$ cat config.mk
export PLATFORM = sky130hd
export DESIGN_NAME = jbst_tap
export DESIGN_NICKNAME = d
export VERILOG_FILES = /design/src/hdl/jbst_pkg.sv /design/src/hdl/jbst_tap.sv
export VERILOG_INCLUDE_DIRS = /design/src /design/src/hdl
export SDC_FILE = /design/constraint.sdc
export NUM_CORES = 1
export LEC_CHECK = 0
export ABC_AREA = 1
export BUFFER_PORTS_ARGS = -buffer_cell sky130_fd_sc_hd__buf_2
export CELL_PAD_IN_SITES_DETAIL_PLACEMENT = 1
export CELL_PAD_IN_SITES_GLOBAL_PLACEMENT = 1
export CORE_MARGIN = 10
export CORE_UTILIZATION = 46
export CTS_BUF_LIST = sky130_fd_sc_hd__clkbuf_8
export DETAILED_ROUTE_END_ITERATION = 8
export HOLD_SLACK_MARGIN = 0.03
export PLACE_DENSITY = 0.93
export SYNTH_ARGS = -nofsm -noshare
export SYNTH_HDL_FRONTEND = slang
export SYNTH_SLANG_ARGS = --single-unit
export TNS_END_PERCENT = 100
$ cat constraint.sdc
create_clock -name pclk -period 4.1 [get_ports pclk]
set_clock_uncertainty 0.05 [all_clocks]
set_input_delay 0.82 -clock pclk [delete_from_list [all_inputs] [get_ports pclk]]
set_output_delay 0.82 -clock pclk [all_outputs]
set_load 0.02 [all_outputs]
$ cat src/hdl/jbst_defs.svh
/*
 * constants of the boundary-scan test access port: opcodes, id word layout,
 * register offsets, field positions and reset values.
 * assumes inclusion by bare name from the package and the top module.
 */
`ifndef JBST_DEFS_SVH
`define JBST_DEFS_SVH

// chain geometry
`define JBST_NPIN 4
`define JBST_BS_W 8
`define JBST_IR_W 4
`define JBST_ID_W 32
`define JBST_SUT_W 16

// instruction opcodes
`define JBST_OP_EXTEST 4'h0
`define JBST_OP_IDCODE 4'h1
`define JBST_OP_SAMPLE 4'h2
`define JBST_OP_CORE_RST 4'hc
`define JBST_OP_BYPASS 4'hf
`define JBST_IR_CAPTURE 4'h1

// id word field positions
`define JBST_ID_VER_LSB 28
`define JBST_ID_PART_LSB 12
`define JBST_ID_MFR_LSB 1

// register byte offsets
`define JBST_OFS_CTRL 12'h000
`define JBST_OFS_STATUS 12'h004
`define JBST_OFS_IDWORD 12'h008

// control register fields
`define JBST_CTRL_TAP_DIS 0
`define JBST_CTRL_FUSE_PROG 1
`define JBST_CTRL_ERASE 2
`define JBST_CTRL_RST 1'b0

// status register fields
`define JBST_ST_TAP_EN 0
`define JBST_ST_DBG_FUSE 1
`define JBST_ST_CORE_RST 2
`define JBST_ST_ERASED 3
`define JBST_ST_REFUSED 4
`define JBST_ST_IR_LSB 8
`define JBST_ST_TAP_LSB 12

`endif

$ cat src/hdl/jbst_pkg.sv
/*
 * types of the boundary-scan test access port: controller states, path
 * selection and the packed state record of the top module.
 * assumes jbst_defs.svh is on the include path.
 */
`default_nettype none
`include "jbst_defs.svh"

package jbst_pkg;

	typedef logic [`JBST_NPIN-1:0] jbst_pins_type;
	typedef logic [`JBST_BS_W-1:0] jbst_chain_type;

	typedef enum logic [3:0] {
		TAP_RESET, TAP_IDLE, TAP_SEL_DR, TAP_CAP_DR, TAP_SH_DR, TAP_EX1_DR,
		TAP_PAU_DR, TAP_EX2_DR, TAP_UPD_DR, TAP_SEL_IR, TAP_CAP_IR, TAP_SH_IR,
		TAP_EX1_IR, TAP_PAU_IR, TAP_EX2_IR, TAP_UPD_IR
	} jbst_tap_type;

	typedef enum logic [1:0] {PATH_BYP, PATH_ID, PATH_BS, PATH_RST} jbst_path_type;

	typedef struct packed {
		logic tck_m;
		logic tck_s;
		logic tck_d;
		logic tms_m;
		logic tms_s;
		logic tdi_m;
		logic tdi_s;
		logic rstn_m;
		logic rstn_s;
		jbst_pins_type pin_m;
		jbst_pins_type pin_s;
		logic tap_en;
		jbst_tap_type tap;
		logic [`JBST_IR_W-1:0] ir;
		logic [`JBST_IR_W-1:0] ir_sh;
		logic byp;
		logic [`JBST_ID_W-1:0] id_sh;
		logic rst_reg;
		jbst_chain_type bs_sh;
		jbst_chain_type bs_upd;
		logic [`JBST_SUT_W-1:0] sut_cnt;
		logic core_rst;
		logic tdo;
		logic tdo_oe;
		jbst_pins_type pin_out;
		jbst_pins_type pin_oe;
		logic tap_dis;
		logic erased;
		logic refused;
		logic fuse_prog;
		logic pready;
		logic pslverr;
		logic [31:0] prdata;
	} jbst_state_type;

endpackage

`default_nettype wire

$ cat src/hdl/jbst_tap.sv
/*
 * boundary-scan test access port with bypass, id, core reset and boundary
 * chain paths, plus an apb slave for control and status.
 * assumes pclk runs well above tck, fuses and lock bits are static,
 * and core_out/core_oe come from logic on pclk.
 */
// The register addresses and the APB slave port were decided locally.
// Behaviour
// - port works only with fuse set, disable clear
// - locked part refuses debug fuse until erased
// - instruction holds idcode after power-up
// - instruction register is four bits wide
// - all shifting goes lsb first
// - bypass is one stage, zero after capture
// - opcode f selects bypass, captures zero
// - id word: version, part, maker fields
// - version follows silicon revision from zero
// - idcode captures and shifts 32-bit id word
// - extest opcode zero drives latched pin values
// - extest captures pins, shifts, updates outputs
// - sample/preload captures, updates latches, pins untouched
// - opcode c selects reset bit, tap unaffected
// - core held in reset while bit is one; here only while opcode c stays loaded
// - start-up time-out follows reset bit release
// - reset from pin or reset instruction
// - pins go high impedance during reset; under extest the pins follow the update latches even in reset
// - no highz instruction exists
// - works without chip clock dependency on tck rate; tck is sampled on pclk, which must run well above tck
// - sixteen-state controller, starts in test-logic-reset
// - five tms-high clocks reach test-logic-reset
// - shift-ir outputs captured value 0001
`default_nettype none
`include "jbst_defs.svh"

module jbst_tap #(
	parameter logic [3:0] VERSION = 4'h0,
	parameter logic [15:0] PART_NUM = 16'h1234, // arbitrary value
	parameter logic [10:0] MFR_ID = 11'h055, // arbitrary value
	parameter logic [15:0] SUT_CYC0 = 16'h0010,
	parameter logic [15:0] SUT_CYC1 = 16'h0040,
	parameter logic [15:0] SUT_CYC2 = 16'h0100,
	parameter logic [15:0] SUT_CYC3 = 16'h1000
) (
	input wire logic pclk,
	input wire logic presetn,
	input wire logic [11:0] paddr,
	input wire logic psel,
	input wire logic penable,
	input wire logic pwrite,
	input wire logic [31:0] pwdata,
	input wire logic [3:0] pstrb,
	output logic pready,
	output logic [31:0] prdata,
	output logic pslverr,
	input wire logic tck,
	input wire logic tms,
	input wire logic tdi,
	output logic tdo,
	output logic tdo_oe,
	input wire logic tap_enable_fuse,
	input wire logic debug_enable_fuse,
	input wire logic lock_bit_one,
	input wire logic lock_bit_two,
	input wire logic [1:0] clk_sel_fuse,
	input wire logic ext_reset_n,
	output logic core_reset,
	output logic debug_fuse_prog,
	input wire jbst_pkg::jbst_pins_type pin_in,
	input wire jbst_pkg::jbst_pins_type core_out,
	input wire jbst_pkg::jbst_pins_type core_oe,
	output jbst_pkg::jbst_pins_type pin_out,
	output jbst_pkg::jbst_pins_type pin_oe
);
	import jbst_pkg::*;

	jbst_state_type st;
	jbst_state_type n;
	logic rise;
	logic fall;
	jbst_path_type path;
	logic [`JBST_ID_W-1:0] id_word;
	logic [15:0] sut_sel;
	logic jtag_rst;

	// controller transition on tms
	function automatic jbst_tap_type tap_next(input jbst_tap_type s, input logic m);
		case (s)
			TAP_RESET: tap_next = m ? TAP_RESET : TAP_IDLE;
			TAP_IDLE: tap_next = m ? TAP_SEL_DR : TAP_IDLE;
			TAP_SEL_DR: tap_next = m ? TAP_SEL_IR : TAP_CAP_DR;
			TAP_CAP_DR: tap_next = m ? TAP_EX1_DR : TAP_SH_DR;
			TAP_SH_DR: tap_next = m ? TAP_EX1_DR : TAP_SH_DR;
			TAP_EX1_DR: tap_next = m ? TAP_UPD_DR : TAP_PAU_DR;
			TAP_PAU_DR: tap_next = m ? TAP_EX2_DR : TAP_PAU_DR;
			TAP_EX2_DR: tap_next = m ? TAP_UPD_DR : TAP_SH_DR;
			TAP_UPD_DR: tap_next = m ? TAP_SEL_DR : TAP_IDLE;
			TAP_SEL_IR: tap_next = m ? TAP_RESET : TAP_CAP_IR;
			TAP_CAP_IR: tap_next = m ? TAP_EX1_IR : TAP_SH_IR;
			TAP_SH_IR: tap_next = m ? TAP_EX1_IR : TAP_SH_IR;
			TAP_EX1_IR: tap_next = m ? TAP_UPD_IR : TAP_PAU_IR;
			TAP_PAU_IR: tap_next = m ? TAP_EX2_IR : TAP_PAU_IR;
			TAP_EX2_IR: tap_next = m ? TAP_UPD_IR : TAP_SH_IR;
			TAP_UPD_IR: tap_next = m ? TAP_SEL_DR : TAP_IDLE;
			default: tap_next = TAP_RESET;
		endcase
	endfunction

	// instruction to data path; private and unused codes fall to bypass
	function automatic jbst_path_type path_of(input logic [`JBST_IR_W-1:0] op);
		case (op)
			`JBST_OP_EXTEST: path_of = PATH_BS;
			`JBST_OP_SAMPLE: path_of = PATH_BS;
			`JBST_OP_IDCODE: path_of = PATH_ID;
			`JBST_OP_CORE_RST: path_of = PATH_RST;
			default: path_of = PATH_BYP;
		endcase
	endfunction

	// id word assembly
	assign id_word = {VERSION, PART_NUM, MFR_ID, 1'b1};

	// start-up time-out chosen by clock option fuses
	always_comb begin
		if (clk_sel_fuse == 2'h0) begin
			sut_sel = SUT_CYC0;
		end else if (clk_sel_fuse == 2'h1) begin
			sut_sel = SUT_CYC1;
		end else if (clk_sel_fuse == 2'h2) begin
			sut_sel = SUT_CYC2;
		end else begin
			sut_sel = SUT_CYC3;
		end
	end

	assign rise = st.tck_s & ~st.tck_d; // tck edges seen on pclk
	assign fall = ~st.tck_s & st.tck_d;
	assign path = path_of(st.ir);

	// next state of the whole block
	always_comb begin
		n = st;
		jtag_rst = 1'b0;
		// two-flop synchronisers for pins and the link
		n.tck_m = tck;
		n.tck_s = st.tck_m;
		n.tck_d = st.tck_s;
		n.tms_m = tms;
		n.tms_s = st.tms_m;
		n.tdi_m = tdi;
		n.tdi_s = st.tdi_m;
		n.rstn_m = ext_reset_n;
		n.rstn_s = st.rstn_m;
		n.pin_m = pin_in;
		n.pin_s = st.pin_m;
		n.tap_en = tap_enable_fuse & ~st.tap_dis;

		// tap controller and shift paths
		if (!n.tap_en) begin
			n.tap = TAP_RESET;
			n.ir = `JBST_OP_IDCODE;
			n.rst_reg = 1'b0;
			n.tdo_oe = 1'b0;
		end else if (rise) begin
			case (st.tap)
				TAP_CAP_IR: n.ir_sh = `JBST_IR_CAPTURE;
				TAP_SH_IR: n.ir_sh = {st.tdi_s, st.ir_sh[`JBST_IR_W-1:1]};
				TAP_UPD_IR: n.ir = st.ir_sh;
				TAP_CAP_DR: begin
					case (path)
						PATH_ID: n.id_sh = id_word;
						PATH_BS: begin
							for (int i = 0; i < `JBST_NPIN; i++) begin
								n.bs_sh[2*i] = st.pin_s[i];
								n.bs_sh[2*i+1] = st.pin_oe[i];
							end
						end
						PATH_RST: n.rst_reg = st.rst_reg;
						default: n.byp = 1'b0;
					endcase
				end
				TAP_SH_DR: begin
					case (path)
						PATH_ID: n.id_sh = {st.tdi_s, st.id_sh[`JBST_ID_W-1:1]};
						PATH_BS: n.bs_sh = {st.tdi_s, st.bs_sh[`JBST_BS_W-1:1]};
						PATH_RST: n.rst_reg = st.tdi_s;
						default: n.byp = st.tdi_s;
					endcase
				end
				TAP_UPD_DR: begin
					if (path == PATH_BS) begin
						n.bs_upd = st.bs_sh;
					end
				end
				default: n.byp = st.byp;
			endcase
			n.tap = tap_next(st.tap, st.tms_s);
			n.ir = (n.tap == TAP_RESET) ? `JBST_OP_IDCODE : n.ir; // entering reset
		end else if (fall) begin
			// tdo changes on the falling edge, steady for the next rise
			n.tdo_oe = (st.tap == TAP_SH_IR) || (st.tap == TAP_SH_DR);
			if (st.tap == TAP_SH_IR) begin
				n.tdo = st.ir_sh[0];
			end else begin
				case (path)
					PATH_ID: n.tdo = st.id_sh[0];
					PATH_BS: n.tdo = st.bs_sh[0];
					PATH_RST: n.tdo = st.rst_reg;
					default: n.tdo = st.byp;
				endcase
			end
		end

		// core reset with start-up time-out; reset bit is never latched
		jtag_rst = n.rst_reg & (n.ir == `JBST_OP_CORE_RST);
		if (!st.rstn_s || jtag_rst) begin
			n.sut_cnt = sut_sel;
			n.core_rst = 1'b1;
		end else if (st.sut_cnt != 16'h0000) begin
			n.sut_cnt = st.sut_cnt - 16'h0001;
			n.core_rst = 1'b1;
		end else begin
			n.core_rst = 1'b0;
		end

		// pin drive: extest latches, else core, tri-stated in reset
		for (int i = 0; i < `JBST_NPIN; i++) begin
			if (n.ir == `JBST_OP_EXTEST) begin
				n.pin_out[i] = n.bs_upd[2*i];
				n.pin_oe[i] = n.bs_upd[2*i+1];
			end else begin
				n.pin_out[i] = core_out[i];
				n.pin_oe[i] = core_oe[i] & ~n.core_rst;
			end
		end

		// apb slave: answer prepared in setup, pready in access
		n.pready = 1'b0;
		n.pslverr = 1'b0;
		n.fuse_prog = 1'b0;
		if (psel && !penable) begin
			n.pready = 1'b1;
			n.prdata = 32'h0000_0000;
			if (paddr == `JBST_OFS_CTRL) begin
				n.prdata[`JBST_CTRL_TAP_DIS] = st.tap_dis;
			end else if (paddr == `JBST_OFS_STATUS) begin
				n.prdata[`JBST_ST_TAP_EN] = st.tap_en;
				n.prdata[`JBST_ST_DBG_FUSE] = debug_enable_fuse;
				n.prdata[`JBST_ST_CORE_RST] = st.core_rst;
				n.prdata[`JBST_ST_ERASED] = st.erased;
				n.prdata[`JBST_ST_REFUSED] = st.refused;
				n.prdata[`JBST_ST_IR_LSB+:`JBST_IR_W] = st.ir;
				n.prdata[`JBST_ST_TAP_LSB+:4] = st.tap;
			end else if (paddr == `JBST_OFS_IDWORD) begin
				n.prdata = id_word;
			end else begin
				n.pslverr = 1'b1; // unmapped address
			end
		end else if (psel && penable && !st.pready) begin
			n.pready = 1'b1;
			n.pslverr = st.pslverr;
		end
		// write commit at the completing access edge
		if (psel && penable && st.pready && pwrite && !st.pslverr && pstrb[0]) begin
			if (paddr == `JBST_OFS_CTRL) begin
				n.tap_dis = pwdata[`JBST_CTRL_TAP_DIS];
				if (pwdata[`JBST_CTRL_ERASE]) begin
					n.erased = 1'b1;
					n.refused = 1'b0;
				end
				if (pwdata[`JBST_CTRL_FUSE_PROG]) begin
					if ((lock_bit_one || lock_bit_two) && !n.erased) begin
						n.refused = 1'b1;
					end else begin
						n.fuse_prog = 1'b1;
					end
				end
			end
		end
	end

	// state register
	always_ff @(posedge pclk or negedge presetn) begin
		if (!presetn) begin
			st <= '0;
			st.tap <= TAP_RESET;
			st.ir <= `JBST_OP_IDCODE;
			st.rstn_m <= 1'b1;
			st.rstn_s <= 1'b1;
			st.tap_dis <= `JBST_CTRL_RST;
		end else begin
			st <= n;
		end
	end

	assign pready = st.pready;
	assign prdata = st.prdata;
	assign pslverr = st.pslverr;
	assign tdo = st.tdo;
	assign tdo_oe = st.tdo_oe;
	assign core_reset = st.core_rst;
	assign debug_fuse_prog = st.fuse_prog;
	assign pin_out = st.pin_out;
	assign pin_oe = st.pin_oe;

	// helper: consecutive tms-high rises, saturating at five
	logic [2:0] tms_hi_cnt;
	always_ff @(posedge pclk or negedge presetn) begin
		if (!presetn) begin
			tms_hi_cnt <= 3'h0;
		end else if (rise) begin
			tms_hi_cnt <= !st.tms_s ? 3'h0 : (tms_hi_cnt == 3'h5) ? 3'h5 : tms_hi_cnt + 3'h1;
		end
	end

	a_tlr_five_ones: assert property (@(posedge pclk) disable iff (!presetn)
		(tms_hi_cnt == 3'h5) |-> (st.tap == TAP_RESET))
		else $error("five tms-high clocks did not reach test-logic-reset");

	a_tap_disabled: assert property (@(posedge pclk) disable iff (!presetn)
		!st.tap_en |-> (st.tap == TAP_RESET) && !st.tdo_oe)
		else $error("disabled port left test-logic-reset");

	a_ir_default: assert property (@(posedge pclk) disable iff (!presetn)
		(st.tap == TAP_RESET) && $past(st.tap == TAP_RESET) |-> (st.ir == `JBST_OP_IDCODE))
		else $error("instruction not idcode in test-logic-reset");

	a_ir_capture: assert property (@(posedge pclk) disable iff (!presetn)
		rise && st.tap_en && (st.tap == TAP_CAP_IR) |=> (st.ir_sh == 4'h1))
		else $error("capture-ir did not load 0001");

	a_ir_lsb_first: assert property (@(posedge pclk) disable iff (!presetn)
		rise && st.tap_en && (st.tap == TAP_SH_IR)
		|=> (st.ir_sh[3] == $past(st.tdi_s)) && (st.ir_sh[2:0] == $past(st.ir_sh[3:1])))
		else $error("instruction shift not lsb first");

	a_bypass_zero: assert property (@(posedge pclk) disable iff (!presetn)
		rise && st.tap_en && (st.tap == TAP_CAP_DR) && (path == PATH_BYP) |=> !st.byp)
		else $error("bypass not zero after capture");

	a_id_capture: assert property (@(posedge pclk) disable iff (!presetn)
		rise && st.tap_en && (st.tap == TAP_CAP_DR) && (st.ir == 4'h1)
		|=> (st.id_sh == {VERSION, PART_NUM, MFR_ID, 1'b1}))
		else $error("id word not captured");

	a_reset_follows: assert property (@(posedge pclk) disable iff (!presetn)
		st.rst_reg && (st.ir == 4'hc) |-> core_reset)
		else $error("core not in reset while reset bit set");

	a_reset_timeout: assert property (@(posedge pclk) disable iff (!presetn)
		$fell(st.rst_reg & (st.ir == 4'hc)) && (sut_sel > 16'h0002) |-> core_reset [*2])
		else $error("start-up time-out not applied");

	a_extest_drive: assert property (@(posedge pclk) disable iff (!presetn)
		(st.ir == 4'h0) |-> (pin_oe[0] == st.bs_upd[1]) && (pin_out[0] == st.bs_upd[0]))
		else $error("extest latches not driving pins");

	a_reset_hiz: assert property (@(posedge pclk) disable iff (!presetn)
		core_reset && (st.ir != 4'h0) |-> (pin_oe == '0))
		else $error("pins driven during reset");

	a_fuse_refused: assert property (@(posedge pclk) disable iff (!presetn)
		(lock_bit_one || lock_bit_two) && !st.erased && !$rose(st.erased) |-> !debug_fuse_prog)
		else $error("debug fuse programmed on locked part");

endmodule

`default_nettype wire
After elaboration in Yosys (flattened, before gate mapping)
Index checks and enable logic that the tools add are counted.

Logic and storage cells: 192. Bits in registers: 145. Input bits: 75. Output and inout bits: 46.

Bitwise operators: 13. $add $sub $neg: 1. Reductions and logical operators: 38. Equality and inequality tests: 36. Multiplexer cells: 71.

Operator list (count): two-way mux 32 bit (3); case mux 41 bit (2 select lines) (1); two-way mux 62 bit (1); two-way mux 8 bit (7); case mux 4 bit (12 select lines) (1); == test 4 bit, second input constant (10); two-way mux 17 bit (2); two-way mux 16 bit (2); two-way mux 4 bit (8); two-way mux 1 bit (26); two-way mux 13 bit (2); two-way mux 25 bit (1); two-way mux 2 bit (9); == test 4 x 3 -> 1 bit, second input constant (4); logical NOT 4 bit (4); nonzero test 16 bit (1); subtractor 16 x 1 -> 16 bit, second input constant (1); AND reduction 5 bit (3); == test 12 x 3 -> 1 bit, second input constant (1); == test 12 x 4 -> 1 bit, second input constant (1); == test 4 x 2 -> 1 bit, second input constant (3); logical NOT 12 bit (1); != test 2 bit, second input constant (6); two-way mux 3 bit (3); other kinds (20) (58).

Logic depth before layout (Yosys ltp)
Word-level depth: 16. Depth in mapped cells: 18. Mapped depth without buffers: 18.

Worst setup path after synthesis
Ideal clock, no wire load.

Kind: input to register. Start point: in paddr[9]. End point: reg st[35] (netlist name). Setup time: 0.131 ns. Path slack: 1.747 ns. Data arrival time: 2.172 ns. Path buffers: 0. Required time: 3.919 ns. Stages: 6. Cell sequence: nor4_1 > nand3_1 > nor4_1 > inv_1 > o21ai_0 > o21ai_0.

Longest elaborated chain between the ends: 2.

RTL lines: from (decl) (line jbst_tap.sv:46) `input wire logic [11:0] paddr,`; logical NOT 12 bit (no line); AND reduction 2 bit (no line); to (signal assigned) (line jbst_tap.sv:291) `st <= n;`; to (decl) (line jbst_tap.sv:76) `jbst_state_type st;`.

Every way passes these cells. A chain may end at the register's enable or synchronous reset.

==> results.txt <==
- Outcome: finished, final reports clean
- After clock tree synthesis, the clock-pin slew on the worst setup and hold paths is 80 ps.
* Number of antenna violations at the first check in global routing: 0
- Detailed-route wire length: 17.1 mm
* Synth warnings: 0
- Buffers placed on the I/O ports in this run total 75.
- In this run the worst path has a maximum fanout of 9.
* Total count of max-transition violations in the final report: 0
- The first global-routing pass estimated about 28 mm of wire.
- Area growth from synthesis to final layout: 13.3%
- Synthesis handed over a netlist of 686 instances.
- Counting both buffers and inverters, the worst setup path holds a total of 4.
- TritonCTS clock tree: yes
- Start-to-end type of the worst setup path: register to register
- Netlist Area Pre-Place: 0.00594 mm2
* Number of core rows: 41
- CTS saw 127 sinks.
- Number of synthesized flops with an enable pin: 0
- The longest clock path from root to sink contains 2 buffers.
* Via count of the first global-routing pass: 5,484
- Leak Pwr: around 3.5 nW
- At the end of the flow, the number of nets in the layout was approximately 820.
- Summed over all failing endpoints, the final setup total negative slack is 0 ps.
* Worst-case hold slack: 295 ps
- Share of flip-flops with an asynchronous set or reset: 100%
- Number of flip-flops and latches in the synthesized netlist: roughly 130
* Cell family contributing the most delay on the critical path: simple AND/OR/NAND/NOR gates
- Gr ovfl total: 0
- Summing the sequential cell areas from Yosys gives 53.6% of the chip area.
* Total core area: about 0.013 mm2
* Total power density per cell area: 468 mW/mm2
- The H-tree generated during clock tree synthesis spans 4 levels.
- Unrepaired setup endpoints after global routing: no
* Worst endpoint required time: 4400 ps
* Area share of the leading cell type in the synthesized netlist: between 50% and 60%
- Final min period: approximately 2800 ps
* Slew @ Worst Pin: 829 ps
- The worst pin sits at a relative slew slack of between 40 and 50%.
* Slowest library cell on the worst path: sky130_fd_sc_hd__dfrtp_1
- Across the run, the number of max-cap violations was 0.
- Entering global routing, the biggest net connects 48 pins.
* # hold bufs at CTS: 0
* Mean routed wirelength per cell: approximately 18 um
- Crit-path most repeated cell: sky130_fd_sc_hd__inv_1
* Ratio of final minimum period to clock period: 68.1%
- The placed instances occupy a cell area of 0.00624 mm2.
- On the worst path, the slowest cell contributes a delay of 400 ps.
- Final non-filler cell area: 0.00672 mm2
- Router iterations before antenna repair: 5
- Pin placement for this block handled roughly 120 I/O pins.
- The netlist uses 40 different library cells.
* Number of nets with antenna violations after detailed routing: 0
* Type of origin of the critical path: register
* HPWL after detailed placement: 11.7 mm
* Data arrival at the endpoint of the critical path: 3090 ps
* Top library cells by usage in the layout, fill and taps aside: sky130_fd_sc_hd__nand2_1 (152), sky130_fd_sc_hd__dfrtp_1 (124), sky130_fd_sc_hd__inv_1 (77), sky130_fd_sc_hd__buf_2 (74), sky130_fd_sc_hd__nor2_1 (61)
- Derived from the worst setup path, the maximum achievable clock frequency is roughly 0.36 GHz.
- Power comes to 3.14 mW.
- Endpoints failing setup: 0
* Area leader, netlist: sky130_fd_sc_hd__dfrtp_1
- Resized Gates After CTS: 0
- Final Hold Vio Count: 0
- The tree is rooted in a sky130_fd_sc_hd__clkbuf_8.
* Diode count: 0
* Number of buffers added by the clock tree synthesis step: 17
- Syn Area/Cell: 8.65 um2
* Die outline width: 134 um
* Total Die Area: roughly 0.018 mm2
* Clock Latency Late Sink: 470 ps
- VDD sags by at most 0.393 mV.
* Leading post-synthesis cells by cell area: sky130_fd_sc_hd__dfrtp_1 (52%), sky130_fd_sc_hd__nand2_1 (9.6%), sky130_fd_sc_hd__buf_4 (5.2%)
- Leaving out fill and tap cells, the most frequent cell in the layout is sky130_fd_sc_hd__nand2_1.
- Walking the worst path, the cells encountered are nor2_1 -> inv_1 -> nor2_2 -> inv_1 -> nor2_1 -> inv_1 -> nor2_2 -> inv_1 -> nand2_1 -> o21ai_0 -> nand2_1 -> nand2_1.
* All-Layer GR Usage: 19.2%
- In this run, the number of DRC markers left after iteration 0 of detailed routing was 282.
- Using the TritonRoute via totals, the vias-per-cell ratio works out to 5.29.
* Starting density of the core: 47.0%
- HP Class: primary input to asynchronous set/reset pin
- After detailed routing, the number of remaining DRC violations is 0.
- Number of vias in the routed layout: 4,907
- Routability cong.: 0.842
- Layout cells sized above 1: 18.9%
* Kind of end point of the critical path: register
- For this run, the leading register cell type out of synthesis is sky130_fd_sc_hd__dfrtp_1.
- Post-CTS Setup Inserts: 0
- Measured along the y axis, the die boundary spans 134 um.
-- final cells by class --
type / count / area (um2)
timing repair buffer: 81 / 423
tap: 172 / 215
fill: 1530 / 5900
clock buffer: 19 / 262
multi-input combinational: 434 / 2120
sequential: 127 / 3180
inverter: 81 / 304
clock inverter: 13 / 216
-- synth_stat cells, types with 3 or more instances --
library cell,n
sky130_fd_sc_hd__a21oi_1,22
sky130_fd_sc_hd__a221oi_1,6
sky130_fd_sc_hd__buf_4,41
sky130_fd_sc_hd__clkbuf_1,12
sky130_fd_sc_hd__dfrtp_1,124
sky130_fd_sc_hd__dfstp_2,3
sky130_fd_sc_hd__inv_1,76
sky130_fd_sc_hd__inv_2,5
sky130_fd_sc_hd__mux2_2,3
sky130_fd_sc_hd__mux2i_1,3
sky130_fd_sc_hd__nand2_1,152
sky130_fd_sc_hd__nand2_2,6
sky130_fd_sc_hd__nand3_1,27
sky130_fd_sc_hd__nand4_1,6
sky130_fd_sc_hd__nor2_1,61
sky130_fd_sc_hd__nor2_2,7
sky130_fd_sc_hd__nor3_1,11
sky130_fd_sc_hd__nor4_1,6
sky130_fd_sc_hd__o21ai_0,58
sky130_fd_sc_hd__o21ai_1,8
sky130_fd_sc_hd__o31ai_1,15
sky130_fd_sc_hd__xor2_1,10
-- final timing paths --
path / from / end / slack (ps) / cells after the start
max reg2reg: st[142] / pin_out[0] / 1310 / 12
max: st[142] / pin_out[0] / 1310 / 12
min reg2reg: n[140] / st[140] / 290 / 0
min in group pclk: n[140] / st[140] / 300 / 0
min: presetn / st[80] / 290 / 1
max in group asynchronous: presetn / prdata[9] / 2830 / 2
-- layer usage --
metal | vias to the layer above | GRT usage (%) | share of wire, %
met1 | 2451 | 20.4 | 40
met5 | - | 0 | 0
met3 | 37 | 5.26 | 4.8
li1 | 2282 | - | -
met2 | 137 | 35.1 | 53
met4 | 0 | 7.80 | 2.6
-- kinds of logic after synthesis --
| kind of cell | Yosys count | share of synthesized area, % |
|---|---|---|
| adders and majority gates | 1 | 0.211 |
| muxes | 6 | 1.08 |
| AOI/OAI and AO/OA | 118 | 11.3 |
| buffers and inverters | 137 | 11.4 |
| DFF | 127 | 53.6 |
| other | 1 | 0.0632 |
| and+or+nand+nor | 285 | 20.7 |
| xor gates and xnor gates | 11 | 1.62 |
-- report_power, final --
group	total (mW)	switching, mW	internal [mW]
clock	1.31	0.503	0.809
combinational	0.425	0.276	0.149
sequential	1.41	0.0800	1.33
-- per-stage QoR --
stage | utilization, % | worst slack [ps] | std cells
6_report | 53.3 | 1310 | 927
5_1_grt | 53.3 | 1080 | 927
4_1_cts | 53.3 | 1300 | 927
3_3_place_gp | 49.5 | 1270 | 895
2_1_floorplan | - | 1750 | 698
3_5_place_dp | 49.5 | 1100 | 895
-- state kept, by name, summed over array words and instances, names as in the netlist --
register and cells:
n 9, st 90, debug_fuse_prog 1, pslverr 1, core_reset 1, prdata 14, pin_out 4, pready 1
tdo 1, tdo_oe 1, pin_oe 4
Note: power is estimated with default switching activity, not from simulation.
